## config.mk

```make
export PLATFORM = sky130hd
export DESIGN_NAME = phy_basic_control
export DESIGN_NICKNAME = d
export VERILOG_FILES = /design/src/phy_ctrl_pkg.sv /design/src/pin_sync.sv /design/src/phy_basic_control.sv
export SDC_FILE = /design/constraint.sdc
export NUM_CORES = 1
export LEC_CHECK = 0
export BUFFER_PORTS_ARGS = -buffer_cell sky130_fd_sc_hd__buf_2
export CAP_MARGIN = 20
export CORE_UTILIZATION = 60
export CTS_BUF_LIST = sky130_fd_sc_hd__clkbuf_4 sky130_fd_sc_hd__clkbuf_8
export CTS_CLUSTER_SIZE = 25
export DETAILED_ROUTE_END_ITERATION = 16
export PLACE_DENSITY = 0.81
export SETUP_SLACK_MARGIN = 0.02
export SLEW_MARGIN = 30
export SYNTH_ARGS = -nofsm -noshare
export SYNTH_HDL_FRONTEND = slang
export SYNTH_SLANG_ARGS = --single-unit
export TNS_END_PERCENT = 1
```

## constraint.sdc

```tcl
create_clock -name CLK -period 2.03 [get_ports CLK]
set_input_delay 0.203 -clock CLK [delete_from_list [all_inputs] [get_ports CLK]]
set_output_delay 0.203 -clock CLK [all_outputs]
set_load 0.02 [all_outputs]
```

## src/phy_ctrl_pkg.sv

```systemverilog
package phy_ctrl_pkg;

  // ==========================================================
  // Register map
  localparam logic [4:0] BASIC_MODE_CONTROL_OFS = 5'h00;
  localparam logic [15:0] READ_NONE = 16'h0000;

  // ==========================================================
  // Field positions in basic_mode_control
  localparam int LOOPBACK_BIT = 14;
  localparam int SPEED_BIT = 13;
  localparam int AN_ENABLE_BIT = 12;
  localparam int POWER_DOWN_BIT = 11;
  localparam int ISOLATE_BIT = 10;
  localparam int AN_RESTART_BIT = 9;
  localparam int DUPLEX_BIT = 8;
  localparam int COL_TEST_BIT = 7;
  localparam int RESERVED_MSB = 6;
  localparam logic [6:0] RESERVED_VAL = 7'h00;

  // ==========================================================
  // Reset values of the plain fields
  localparam logic LOOPBACK_RST = 1'b0;
  localparam logic POWER_DOWN_RST = 1'b0;
  localparam logic ISOLATE_RST = 1'b0;
  localparam logic AN_RESTART_RST = 1'b0;
  localparam logic COL_TEST_RST = 1'b0;

  // ==========================================================
  // Management frame layout
  localparam int PREAMBLE_ONES = 32;
  localparam int HDR_BITS = 13;
  localparam int DATA_BITS = 16;
  localparam logic [1:0] OP_READ = 2'h2;
  localparam logic [1:0] OP_WRITE = 2'h1;

  // ==========================================================
  // Timing, bit time at 100 Mb/s
  localparam int CLK_PERIOD_NS = 8;
  localparam int BIT_TIME_NS = 10;
  localparam int COL_ON_BITS = 512;
  localparam int COL_OFF_BITS = 4;
  localparam int COL_ON_MAX_CYC = (COL_ON_BITS * BIT_TIME_NS) / CLK_PERIOD_NS;
  localparam int COL_OFF_MAX_CYC = (COL_OFF_BITS * BIT_TIME_NS) / CLK_PERIOD_NS;
  localparam int SYNC_STAGES = 2;
  // Collision path: two sync stages plus the output flop
  localparam int COL_PATH_CYC = SYNC_STAGES + 1;
  localparam int STRAP_WAIT_CYC = SYNC_STAGES;

  typedef enum logic [2:0] {
    MGMT_PREAMBLE,
    MGMT_HEADER,
    MGMT_TURNAROUND,
    MGMT_READ,
    MGMT_WRITE
  } mgmt_state_type;

endpackage : phy_ctrl_pkg

```

## src/pin_sync.sv

```systemverilog
`timescale 1ns/1ns
module pin_sync #(
  parameter int WIDTH = 1,
  parameter logic [WIDTH-1:0] RST_VAL = '0
) (
  input wire logic CLK,
  input wire logic RST_N,
  input wire logic [WIDTH-1:0] async_in,
  output logic [WIDTH-1:0] sync_out
);

  logic [WIDTH-1:0] meta_q;

  // ==========================================================
  // Two-stage synchroniser, first stage read only by the second
  always_ff @(posedge CLK or negedge RST_N) begin
    if (!RST_N) begin
      meta_q <= RST_VAL;
      sync_out <= RST_VAL;
    end else begin
      meta_q <= async_in;
      sync_out <= meta_q;
    end
  end

endmodule : pin_sync

```

## src/phy_basic_control.sv

```systemverilog
`timescale 1ns/1ns
module phy_basic_control #(
  parameter logic [4:0] PHY_ADDR = 5'h01
) (
  input wire logic CLK,
  input wire logic RST_N,
  input wire logic MDC,
  input wire logic MDIO_I,
  output logic MDIO_O,
  output logic MDIO_OE_N,
  input wire logic SLEEP_REQUEST_PIN_N,
  input wire logic STRAP_AN_ENABLE,
  input wire logic STRAP_SPEED_100,
  input wire logic STRAP_FULL_DUPLEX,
  input wire logic TX_EN,
  input wire logic AN_STARTED,
  output logic COL,
  output logic POWER_DOWN,
  output logic ISOLATE,
  output logic LOOPBACK,
  output logic AN_ENABLE,
  output logic AN_RESTART,
  output logic FORCE_SPEED_100,
  output logic FORCE_FULL_DUPLEX
);

  logic [6:0] pins_s;
  logic mdc_s;
  logic mdio_s;
  logic sleep_n_s;
  logic tx_en_s;
  logic strap_an_s;
  logic strap_speed_s;
  logic strap_duplex_s;
  logic mdc_prev_q;
  logic mdc_rise;

  // ==========================================================
  // Pin synchronisers; sleep pin idles high
  pin_sync #(
    .WIDTH(7),
    .RST_VAL(7'h04)
  ) u_sync (
    .CLK(CLK),
    .RST_N(RST_N),
    .async_in({STRAP_FULL_DUPLEX, STRAP_SPEED_100, STRAP_AN_ENABLE, TX_EN,
               SLEEP_REQUEST_PIN_N, MDIO_I, MDC}),
    .sync_out(pins_s)
  );

  assign mdc_s = pins_s[0];
  assign mdio_s = pins_s[1];
  assign sleep_n_s = pins_s[2];
  assign tx_en_s = pins_s[3];
  assign strap_an_s = pins_s[4];
  assign strap_speed_s = pins_s[5];
  assign strap_duplex_s = pins_s[6];

  always_ff @(posedge CLK or negedge RST_N) begin
    if (!RST_N) begin
      mdc_prev_q <= 1'b0;
    end else begin
      mdc_prev_q <= mdc_s;
    end
  end

  assign mdc_rise = mdc_s & ~mdc_prev_q;

  // ==========================================================
  // Management frame engine
  phy_ctrl_pkg::mgmt_state_type state_q;
  logic [5:0] pre_cnt_q;
  logic [3:0] bit_cnt_q;
  logic [11:0] hdr_q;
  logic [15:0] shift_q;
  logic is_read_q;
  logic [4:0] reg_addr_q;
  logic wr_stb;
  logic [15:0] wr_data;
  logic [12:0] hdr_full;
  logic [15:0] rd_data;

  assign hdr_full = {hdr_q, mdio_s};
  assign wr_data = {shift_q[14:0], mdio_s};
  assign wr_stb = mdc_rise && (state_q == phy_ctrl_pkg::MGMT_WRITE) && (bit_cnt_q == 4'hF)
                  && (reg_addr_q == phy_ctrl_pkg::BASIC_MODE_CONTROL_OFS);

  always_ff @(posedge CLK or negedge RST_N) begin
    if (!RST_N) begin
      state_q <= phy_ctrl_pkg::MGMT_PREAMBLE;
      pre_cnt_q <= 6'h00;
      bit_cnt_q <= 4'h0;
      hdr_q <= 12'h000;
      shift_q <= 16'h0000;
      is_read_q <= 1'b0;
      reg_addr_q <= 5'h00;
      MDIO_O <= 1'b1;
      MDIO_OE_N <= 1'b1;
    end else if (mdc_rise) begin
      case (state_q)
        phy_ctrl_pkg::MGMT_PREAMBLE: begin
          MDIO_OE_N <= 1'b1;
          if (mdio_s) begin
            if (pre_cnt_q != 6'(phy_ctrl_pkg::PREAMBLE_ONES)) begin
              pre_cnt_q <= pre_cnt_q + 6'h01;
            end
          end else if (pre_cnt_q == 6'(phy_ctrl_pkg::PREAMBLE_ONES)) begin
            state_q <= phy_ctrl_pkg::MGMT_HEADER;
            bit_cnt_q <= 4'h0;
            pre_cnt_q <= 6'h00;
          end else begin
            pre_cnt_q <= 6'h00;
          end
        end
        phy_ctrl_pkg::MGMT_HEADER: begin
          hdr_q <= hdr_full[11:0];
          bit_cnt_q <= bit_cnt_q + 4'h1;
          if (bit_cnt_q == 4'(phy_ctrl_pkg::HDR_BITS - 1)) begin
            bit_cnt_q <= 4'h0;
            reg_addr_q <= hdr_full[4:0];
            is_read_q <= (hdr_full[11:10] == phy_ctrl_pkg::OP_READ);
            // Wrong start, opcode or address: wait for a fresh preamble
            if (hdr_full[12] && (hdr_full[9:5] == PHY_ADDR)
                && ((hdr_full[11:10] == phy_ctrl_pkg::OP_READ)
                    || (hdr_full[11:10] == phy_ctrl_pkg::OP_WRITE))) begin
              state_q <= phy_ctrl_pkg::MGMT_TURNAROUND;
            end else begin
              state_q <= phy_ctrl_pkg::MGMT_PREAMBLE;
            end
          end
        end
        phy_ctrl_pkg::MGMT_TURNAROUND: begin
          if (bit_cnt_q == 4'h0) begin
            bit_cnt_q <= 4'h1;
            if (is_read_q) begin
              MDIO_O <= 1'b0;
              MDIO_OE_N <= 1'b0;
            end
          end else begin
            bit_cnt_q <= 4'h0;
            if (is_read_q) begin
              MDIO_O <= rd_data[15];
              shift_q <= {rd_data[14:0], 1'b0};
              state_q <= phy_ctrl_pkg::MGMT_READ;
            end else begin
              state_q <= phy_ctrl_pkg::MGMT_WRITE;
            end
          end
        end
        phy_ctrl_pkg::MGMT_READ: begin
          if (bit_cnt_q == 4'hF) begin
            MDIO_OE_N <= 1'b1;
            MDIO_O <= 1'b1;
            state_q <= phy_ctrl_pkg::MGMT_PREAMBLE;
          end else begin
            MDIO_O <= shift_q[15];
            shift_q <= {shift_q[14:0], 1'b0};
            bit_cnt_q <= bit_cnt_q + 4'h1;
          end
        end
        phy_ctrl_pkg::MGMT_WRITE: begin
          shift_q <= wr_data;
          bit_cnt_q <= bit_cnt_q + 4'h1;
          if (bit_cnt_q == 4'hF) begin
            state_q <= phy_ctrl_pkg::MGMT_PREAMBLE;
          end
        end
        default: begin
          state_q <= phy_ctrl_pkg::MGMT_PREAMBLE;
          MDIO_OE_N <= 1'b1;
        end
      endcase
    end
  end

  // ==========================================================
  // Control fields
  logic loopback_q;
  logic speed_q;
  logic an_en_q;
  logic pd_q;
  logic iso_q;
  logic restart_q;
  logic duplex_q;
  logic col_test_q;
  logic [1:0] strap_cnt_q;
  logic strap_load;

  // Straps caught once the synchronisers have settled after reset
  assign strap_load = (strap_cnt_q == 2'(phy_ctrl_pkg::STRAP_WAIT_CYC));

  always_ff @(posedge CLK or negedge RST_N) begin
    if (!RST_N) begin
      strap_cnt_q <= 2'h0;
    end else if (strap_cnt_q != 2'h3) begin
      strap_cnt_q <= strap_cnt_q + 2'h1;
    end
  end

  always_ff @(posedge CLK or negedge RST_N) begin
    if (!RST_N) begin
      speed_q <= 1'b0;
      an_en_q <= 1'b0;
      duplex_q <= 1'b0;
    end else if (strap_load) begin
      speed_q <= strap_speed_s;
      an_en_q <= strap_an_s;
      duplex_q <= strap_duplex_s;
    end else if (wr_stb) begin
      speed_q <= wr_data[phy_ctrl_pkg::SPEED_BIT];
      an_en_q <= wr_data[phy_ctrl_pkg::AN_ENABLE_BIT];
      duplex_q <= wr_data[phy_ctrl_pkg::DUPLEX_BIT];
    end
  end

  always_ff @(posedge CLK or negedge RST_N) begin
    if (!RST_N) begin
      loopback_q <= phy_ctrl_pkg::LOOPBACK_RST;
      iso_q <= phy_ctrl_pkg::ISOLATE_RST;
      col_test_q <= phy_ctrl_pkg::COL_TEST_RST;
    end else if (wr_stb) begin
      loopback_q <= wr_data[phy_ctrl_pkg::LOOPBACK_BIT];
      iso_q <= wr_data[phy_ctrl_pkg::ISOLATE_BIT];
      col_test_q <= wr_data[phy_ctrl_pkg::COL_TEST_BIT];
    end
  end

  // Pin held low keeps the field set, so a clearing write loses
  always_ff @(posedge CLK or negedge RST_N) begin
    if (!RST_N) begin
      pd_q <= phy_ctrl_pkg::POWER_DOWN_RST;
    end else if (!sleep_n_s) begin
      pd_q <= 1'b1;
    end else if (wr_stb) begin
      pd_q <= wr_data[phy_ctrl_pkg::POWER_DOWN_BIT];
    end
  end

  // A new request beats the start acknowledge in the same cycle
  always_ff @(posedge CLK or negedge RST_N) begin
    if (!RST_N) begin
      restart_q <= phy_ctrl_pkg::AN_RESTART_RST;
    end else if (wr_stb && wr_data[phy_ctrl_pkg::AN_RESTART_BIT]
                 && wr_data[phy_ctrl_pkg::AN_ENABLE_BIT]) begin
      restart_q <= 1'b1;
    end else if (AN_STARTED) begin
      restart_q <= 1'b0;
    end
  end

  always_comb begin
    if (reg_addr_q == phy_ctrl_pkg::BASIC_MODE_CONTROL_OFS) begin
      rd_data = {1'b0, loopback_q, speed_q, an_en_q, pd_q, iso_q, restart_q, duplex_q,
                 col_test_q, phy_ctrl_pkg::RESERVED_VAL};
    end else begin
      rd_data = phy_ctrl_pkg::READ_NONE;
    end
  end

  // ==========================================================
  // Outputs to the rest of the transceiver
  logic pd_eff;

  assign pd_eff = pd_q | ~sleep_n_s;

  always_ff @(posedge CLK or negedge RST_N) begin
    if (!RST_N) begin
      COL <= 1'b0;
      POWER_DOWN <= 1'b0;
      ISOLATE <= 1'b0;
      LOOPBACK <= 1'b0;
      AN_ENABLE <= 1'b0;
      AN_RESTART <= 1'b0;
      FORCE_SPEED_100 <= 1'b0;
      FORCE_FULL_DUPLEX <= 1'b0;
    end else begin
      // Three-cycle path, well inside four bit times
      COL <= col_test_q & tx_en_s & ~pd_eff & ~iso_q;
      POWER_DOWN <= pd_eff;
      ISOLATE <= iso_q | pd_eff;
      LOOPBACK <= loopback_q & ~pd_eff;
      AN_ENABLE <= an_en_q & ~pd_eff;
      // Request held while powered down, issued on wake
      AN_RESTART <= restart_q & an_en_q & ~pd_eff;
      FORCE_SPEED_100 <= speed_q & ~an_en_q;
      FORCE_FULL_DUPLEX <= duplex_q & ~an_en_q;
    end
  end

endmodule : phy_basic_control

```

; After elaboration in Yosys (flattened, before gate mapping)
; Index checks and enable logic that the tools add are counted.
; W data, S select, Z words.
[totals]
ff_bits = 82
input_bits = 10
output_inout_bits = 10
elab_cells = 139
[op_classes]
add_sub_neg = 3
eq_ne = 24
n_mux = 39
bitwise = 18
reduce_logical = 26
[ops]
columns = operator, n
row1 = $mux W16, 3
row2 = $pmux W16 S3, 1
row3 = $ne A2 B2 Y1 const B, 11
row4 = $pmux W4 S5, 1
row5 = $mux W3, 6
row6 = $mux W1, 17
row7 = $mux W4, 4
row8 = $mux W15, 1
row9 = $reduce_and A5 Y1, 3
row10 = $mux W6, 2
row11 = $pmux W3 S4, 1
row12 = $and A1 B1 Y1, 10
row13 = $reduce_and A3 Y1, 3
row14 = $eq A4 B4 Y1 const B, 2
row15 = $logic_and A1 B1 Y1, 7
row16 = $add A6 B1 Y6 const B, 1
row17 = $eq A3 B2 Y1 const B, 2
row18 = $eq A6 B6 Y1 const B, 1
row19 = $ne A6 B6 Y1 const B, 1
row20 = $not A1 Y1, 6
row21 = $reduce_and A6 Y1, 1
row22 = $reduce_bool A2 Y1, 3
row23 = $eq A5 B1 Y1 const B, 1
row24 = $logic_not A5 Y1, 1
row25 = 18 further kinds, 21

; Depth between registers and ports, before layout
[logic_depth]
word_depth = 8
depth_mapped = 7

; Modules after synthesis
; A second synthesis with hierarchy kept.
[hier_totals]
hier_cells = 312
hier_area_um2 = 3572.2
[by_module_without_submodules]
columns = module, instances, cells_each, area_per_inst_um2
row1 = phy_basic_control, 1, 298, 3219.3
row2 = pin_sync, 1, 14, 352.8

; Worst setup path after synthesis
; Ideal clock, no wire load.
[synth_timing]
path_kind = reg2reg
from = register reg_addr_q[0]
to = register an_en_q
arrival_ns = 1.687
required_time_ns = 1.892
slack_ns = 0.205
path_stages_with_launch = 5
synth_period_minus_slack_ns = 1.825
path_cell_list = dfrtp_1 > or4_4 > or4_4 > o21ai_1 > o311ai_1
[synth_via]
elab_chain_cells = 3
[synth_rtl]
columns = element, line
row1 = from (decl), phy_basic_control.sv:77  ; logic [4:0] reg_addr_q;
row2 = from (signal assigned), phy_basic_control.sv:120  ; reg_addr_q <= hdr_full[4:0];
row3 = $logic_not A5 Y1, phy_basic_control.sv:86  ; && (reg_addr_q == phy_ctrl_pkg::BASIC_MODE_CONTROL_OFS);
row4 = $logic_and A1 B1 Y1, phy_basic_control.sv:86
row5 = $reduce_bool A2 Y1 (no source line), --
row6 = to (signal assigned), phy_basic_control.sv:207  ; an_en_q <= strap_an_s;
row7 = to (signal assigned), phy_basic_control.sv:211  ; an_en_q <= wr_data[phy_ctrl_pkg::AN_ENABLE_BIT];
row8 = to (decl), phy_basic_control.sv:180  ; logic an_en_q;
; No other way between the ends.
; A chain may end at the register's enable or synchronous reset.

; Worst setup path after layout
[layout_timing]
from = register bit_cnt_q[0]
to = register state_q[2]
[layout_via]
elab_chain_cells = 3
[layout_rtl]
columns = element, line
row1 = from (decl), phy_basic_control.sv:73  ; logic [3:0] bit_cnt_q;
row2 = from (signal assigned), phy_basic_control.sv:117  ; bit_cnt_q <= bit_cnt_q + 4'h1;
row3 = from (signal assigned), phy_basic_control.sv:158  ; bit_cnt_q <= bit_cnt_q + 4'h1;
row4 = from (signal assigned), phy_basic_control.sv:163  ; bit_cnt_q <= bit_cnt_q + 4'h1;
row5 = $eq A4 B4 Y1 (tied with other cells), phy_basic_control.sv:118  ; if (bit_cnt_q == 4'(phy_ctrl_pkg::HDR_BITS - 1)) begin
row6 = $ne A2 B2 Y1 (no source line) or $ne A2 B1 Y1 (tied branches), --
row7 = $reduce_and A6 Y1 (no source line) (*), --
row8 = to (signal assigned), phy_basic_control.sv:126  ; state_q <= phy_ctrl_pkg::MGMT_TURNAROUND;
row9 = to (signal assigned), phy_basic_control.sv:128  ; state_q <= phy_ctrl_pkg::MGMT_PREAMBLE;
row10 = to (signal assigned), phy_basic_control.sv:144  ; state_q <= phy_ctrl_pkg::MGMT_READ;
row11 = to (decl), phy_basic_control.sv:71  ; phy_ctrl_pkg::mgmt_state_type state_q;
; Every way passes the cells marked *; elsewhere a longest branch is shown, timed or not.

==> impl_metrics.py <==
metrics = {
    "outcome": {
        "status": "complete, no violations",
    },
    "drt": {
        "drt_iter0_markers": 139,
        "ant_nets": 0,
        "vias": 2534,
        "drc": 0,
        "wl_per_cell_um": 16.3,
        "drtPass1Iterations": 5,
        "via_per_inst": 5.83,
        "routed_wl_mm": 7.11,
    },
    "min_path": {
        "hold_class": "in -> reg",
        "min_from": "AN_STARTED",
    },
    "synth": {
        "synth_area_mm2": 0.00365,
        "syn_inst": 305,
        "synth.distinct_cells": 63,
        "synth_fp_nets": 322,
        "synth-seq-area-share": 0.564,
        "async_flop_share": 1.00,
        "synthFlopType": "dfrtp_1",
        "synth_warnings": 0,
        "synth_area_per_cell_um2": 12.0,
        "ys_ff_latch": 82,
        "synth-edff-count": 0,
    },
    "worst_setup_path": {
        "critPathLaunch": "bit_cnt_q[0]",
        "cp_max_fo": 5,
        "start_kind": "flip-flop",
        "r2r-start": "bit_cnt_q[0]",
        "r2r_setup_slack_ns": 0.09,
        "crit_required_ns": 2.26,
        "cp-end-kind": "flip-flop",
        "critPathArrivalTime_ns": 2.16,
        "path_class": "reg -> reg",
    },
    "placed_design": {
        "portBuffers": 19,
        "hpwl_mm": 4.73,
        "gp_congestion": 0.825,
        "place_area_mm2": 0.00397,
    },
    "timing": {
        "fin_skew_ns": 0.0163,
        "slew_headroom": 0.658,
        "max_freq_mhz": 516,
        "rsz0062_at_grt": "true",
        "worst_pin_slew_ns": 0.508,
        "fin_setup_tns_ns": 0,
        "slew_viol_final": 0,
        "whs_ns": 0.0380,
        "finalCritPeriodShare": 0.954,
        "hold_violations": 0,
        "fin_crit_ns": 1.94,
        "setup_viol": 0,
    },
    "clock_tree": {
        "tritoncts": "built",
        "clock-sinks": 82,
        "clockBufferDepth": 2,
        "clk_latency_ns": 0.35,
        "htree_levels": 3,
        "cts_buffers": 9,
        "path_clk_slew_ns": 0.08,
        "cts_root_buf": "clkbuf_8",
    },
    "flow_run": {
        "cap_viol_max_count": 0,
    },
    "power": {
        "vdd.ir_drop.worst_v": 0.000528,
        "leakage_nw": 2.03,
        "power.density_mw_per_mm2": 676,
    },
    "global_route": {
        "grt_pass1_wl_mm": 11.6,
        "grt_pass1_vias": 2517,
        "grt_max_degree": 42,
        "grt_antenna_before_repair": 0,
        "grt_overflow": 0,
        "globalRouteTotalUtil": 0.239,
    },
    "final_layout": {
        "drive_above_1_share": 0.272,
        "utilization": 0.723,
        "syn_to_final_growth_pct": 16.7,
        "nets": 372,
        "stdcell_area_mm2": 0.00426,
        "antenna_cells": 0,
    },
    "die": {
        "die_width_um": 80.0,
        "ios": 20,
        "design.core.area_mm2": 0.00589,
        "row_count": 28,
        "initial_core_util": 0.619,
        "dieHeight_um": 80.0,
        "die_area_mm2": 0.00639,
    },
}
-- metal layers --
metal,wire [um],GRT usage
met5,0,0
met1,3120,0.311
met4,161,0.118
met3,363,0.0389
met2,3470,0.387
-- worst paths after layout --
check                           cells past startpoint                  to
worst min-delay path                                2           restart_q
worst min register to register                      0  u_sync.sync_out[5]
worst max-delay path                                7          state_q[2]
worst max register to register                      7          state_q[2]
min in group asynchronous                           2        bit_cnt_q[2]
max in group asynchronous                           3    u_sync.meta_q[6]
-- critical path: stages (launching register included) --
cell and delay, ns:
dfrtp_1 0.42, inv_1 0.09, ha_1 0.23, nor3b_4 0.26
a31oi_4 0.15, buf_4 0.17, nand4_1 0.14, mux2_2 0.36
-- placed cells by master, fill, tap and decap left out, types with 3 or more instances in the layout --
cell and n:
dfstp_2 4, o211ai_1 3, o21ai_1 6, ha_1 7, mux2i_1 10, nand4_1 5, nand2b_1 5, clkbuf_8 9
nor2_1 7, dfrtp_1 78, and3_1 3, nand3_1 12, nor4b_1 3, o311ai_1 3, buf_4 22, inv_1 20
nand2_1 22, nor2b_1 9, mux2_2 24, dlygate4sd3_1 8, a22o_1 9, and2_1 4, buf_2 18, o2bb2ai_1 4
o21ai_0 10
-- cell families (layout without fill, tap and decap cells) --
| family | after synthesis | count (layout) | share of synthesized area |
|---|---|---|---|
| AOI/OAI and AO/OA | 55 | 55 | 0.108 |
| xor gates and xnor gates | 1 | 1 | 0.00240 |
| adders and majority gates | 7 | 7 | 0.0240 |
| buffers and inverters | 32 | 86 | 0.0377 |
| DFF | 82 | 82 | 0.564 |
| muxes | 36 | 36 | 0.108 |
| and+or+nand+nor | 92 | 93 | 0.155 |
-- synthesized netlist by cell type (2+ instances only) --
cell type | count | share of area
nor4b_1 | 3 | 0.0072
a22o_1 | 9 | 0.022
or4_4 | 2 | 0.0062
and3_1 | 3 | 0.0051
nand2b_1 | 5 | 0.0086
nand4_1 | 5 | 0.0086
nor2_1 | 7 | 0.0072
o2bb2ai_1 | 4 | 0.0096
nor4_1 | 2 | 0.0034
nor2b_1 | 9 | 0.015
clkbuf_1 | 5 | 0.0051
nand3_1 | 11 | 0.015
dfstp_2 | 4 | 0.029
a21oi_1 | 2 | 0.0027
o21ai_1 | 6 | 0.0082
nand2_1 | 22 | 0.023
mux2_2 | 24 | 0.074
nor4_4 | 2 | 0.012
and2_1 | 4 | 0.0069
dfrtp_1 | 78 | 0.54
buf_2 | 5 | 0.0069
mux2i_1 | 10 | 0.027
a22oi_1 | 2 | 0.0041
o311ai_1 | 3 | 0.0072
or2_1 | 2 | 0.0034
o211ai_1 | 3 | 0.0062
mux2_1 | 2 | 0.0062
o21ai_0 | 10 | 0.014
a21o_1 | 2 | 0.0041
inv_1 | 20 | 0.021
ha_1 | 7 | 0.024
-- per-stage QoR --
stage	instances	worst slack, ns	power, mW
finish	435	0.0936	2.88
global route	435	0.0202	3.00
CTS	433	0.0419	2.90
detailed placement	409	0.101	1.86
global placement	409	0.148	1.86
floorplan	305	0.205	1.79
-- power breakdown --
group | internal [mW] | leakage (nW) | switching, mW | total [mW]
Clock | 0.469 | 0.0861 | 0.563 | 1.03
Combinational | 0.0641 | 0.879 | 0.0774 | 0.141
Sequential | 1.67 | 1.06 | 0.0333 | 1.70
-- area by class of cell --
cell class              count  area, um2
clock buffers              11        139
clock inverters             5       33.8
fillers                   372       1630
inverters                  20       75.1
multi-input cells         192       1480
flip-flops and latches     82       2060
well taps                  75       93.8
repair buffers             50        375
-- timing repair --
action | 4_1_cts | 5_1_grt
endpoints found under the setup margin | 0 | 18
endpoints found under the hold margin | 58 | 0
buffers inserted | 0 | 1
hold buffers | 8 | 0
gates resized for setup | 0 | 4
-- registers in the layout, summed over array words and instances (netlist names), 3 cells and up --
register	flops
reg_addr_q	5
shift_q	16
pre_cnt_q	6
state_q	3
u_sync.sync_out	7
bit_cnt_q	4
hdr_q	12
u_sync.meta_q	7
(Power assumes the default switching activity.)
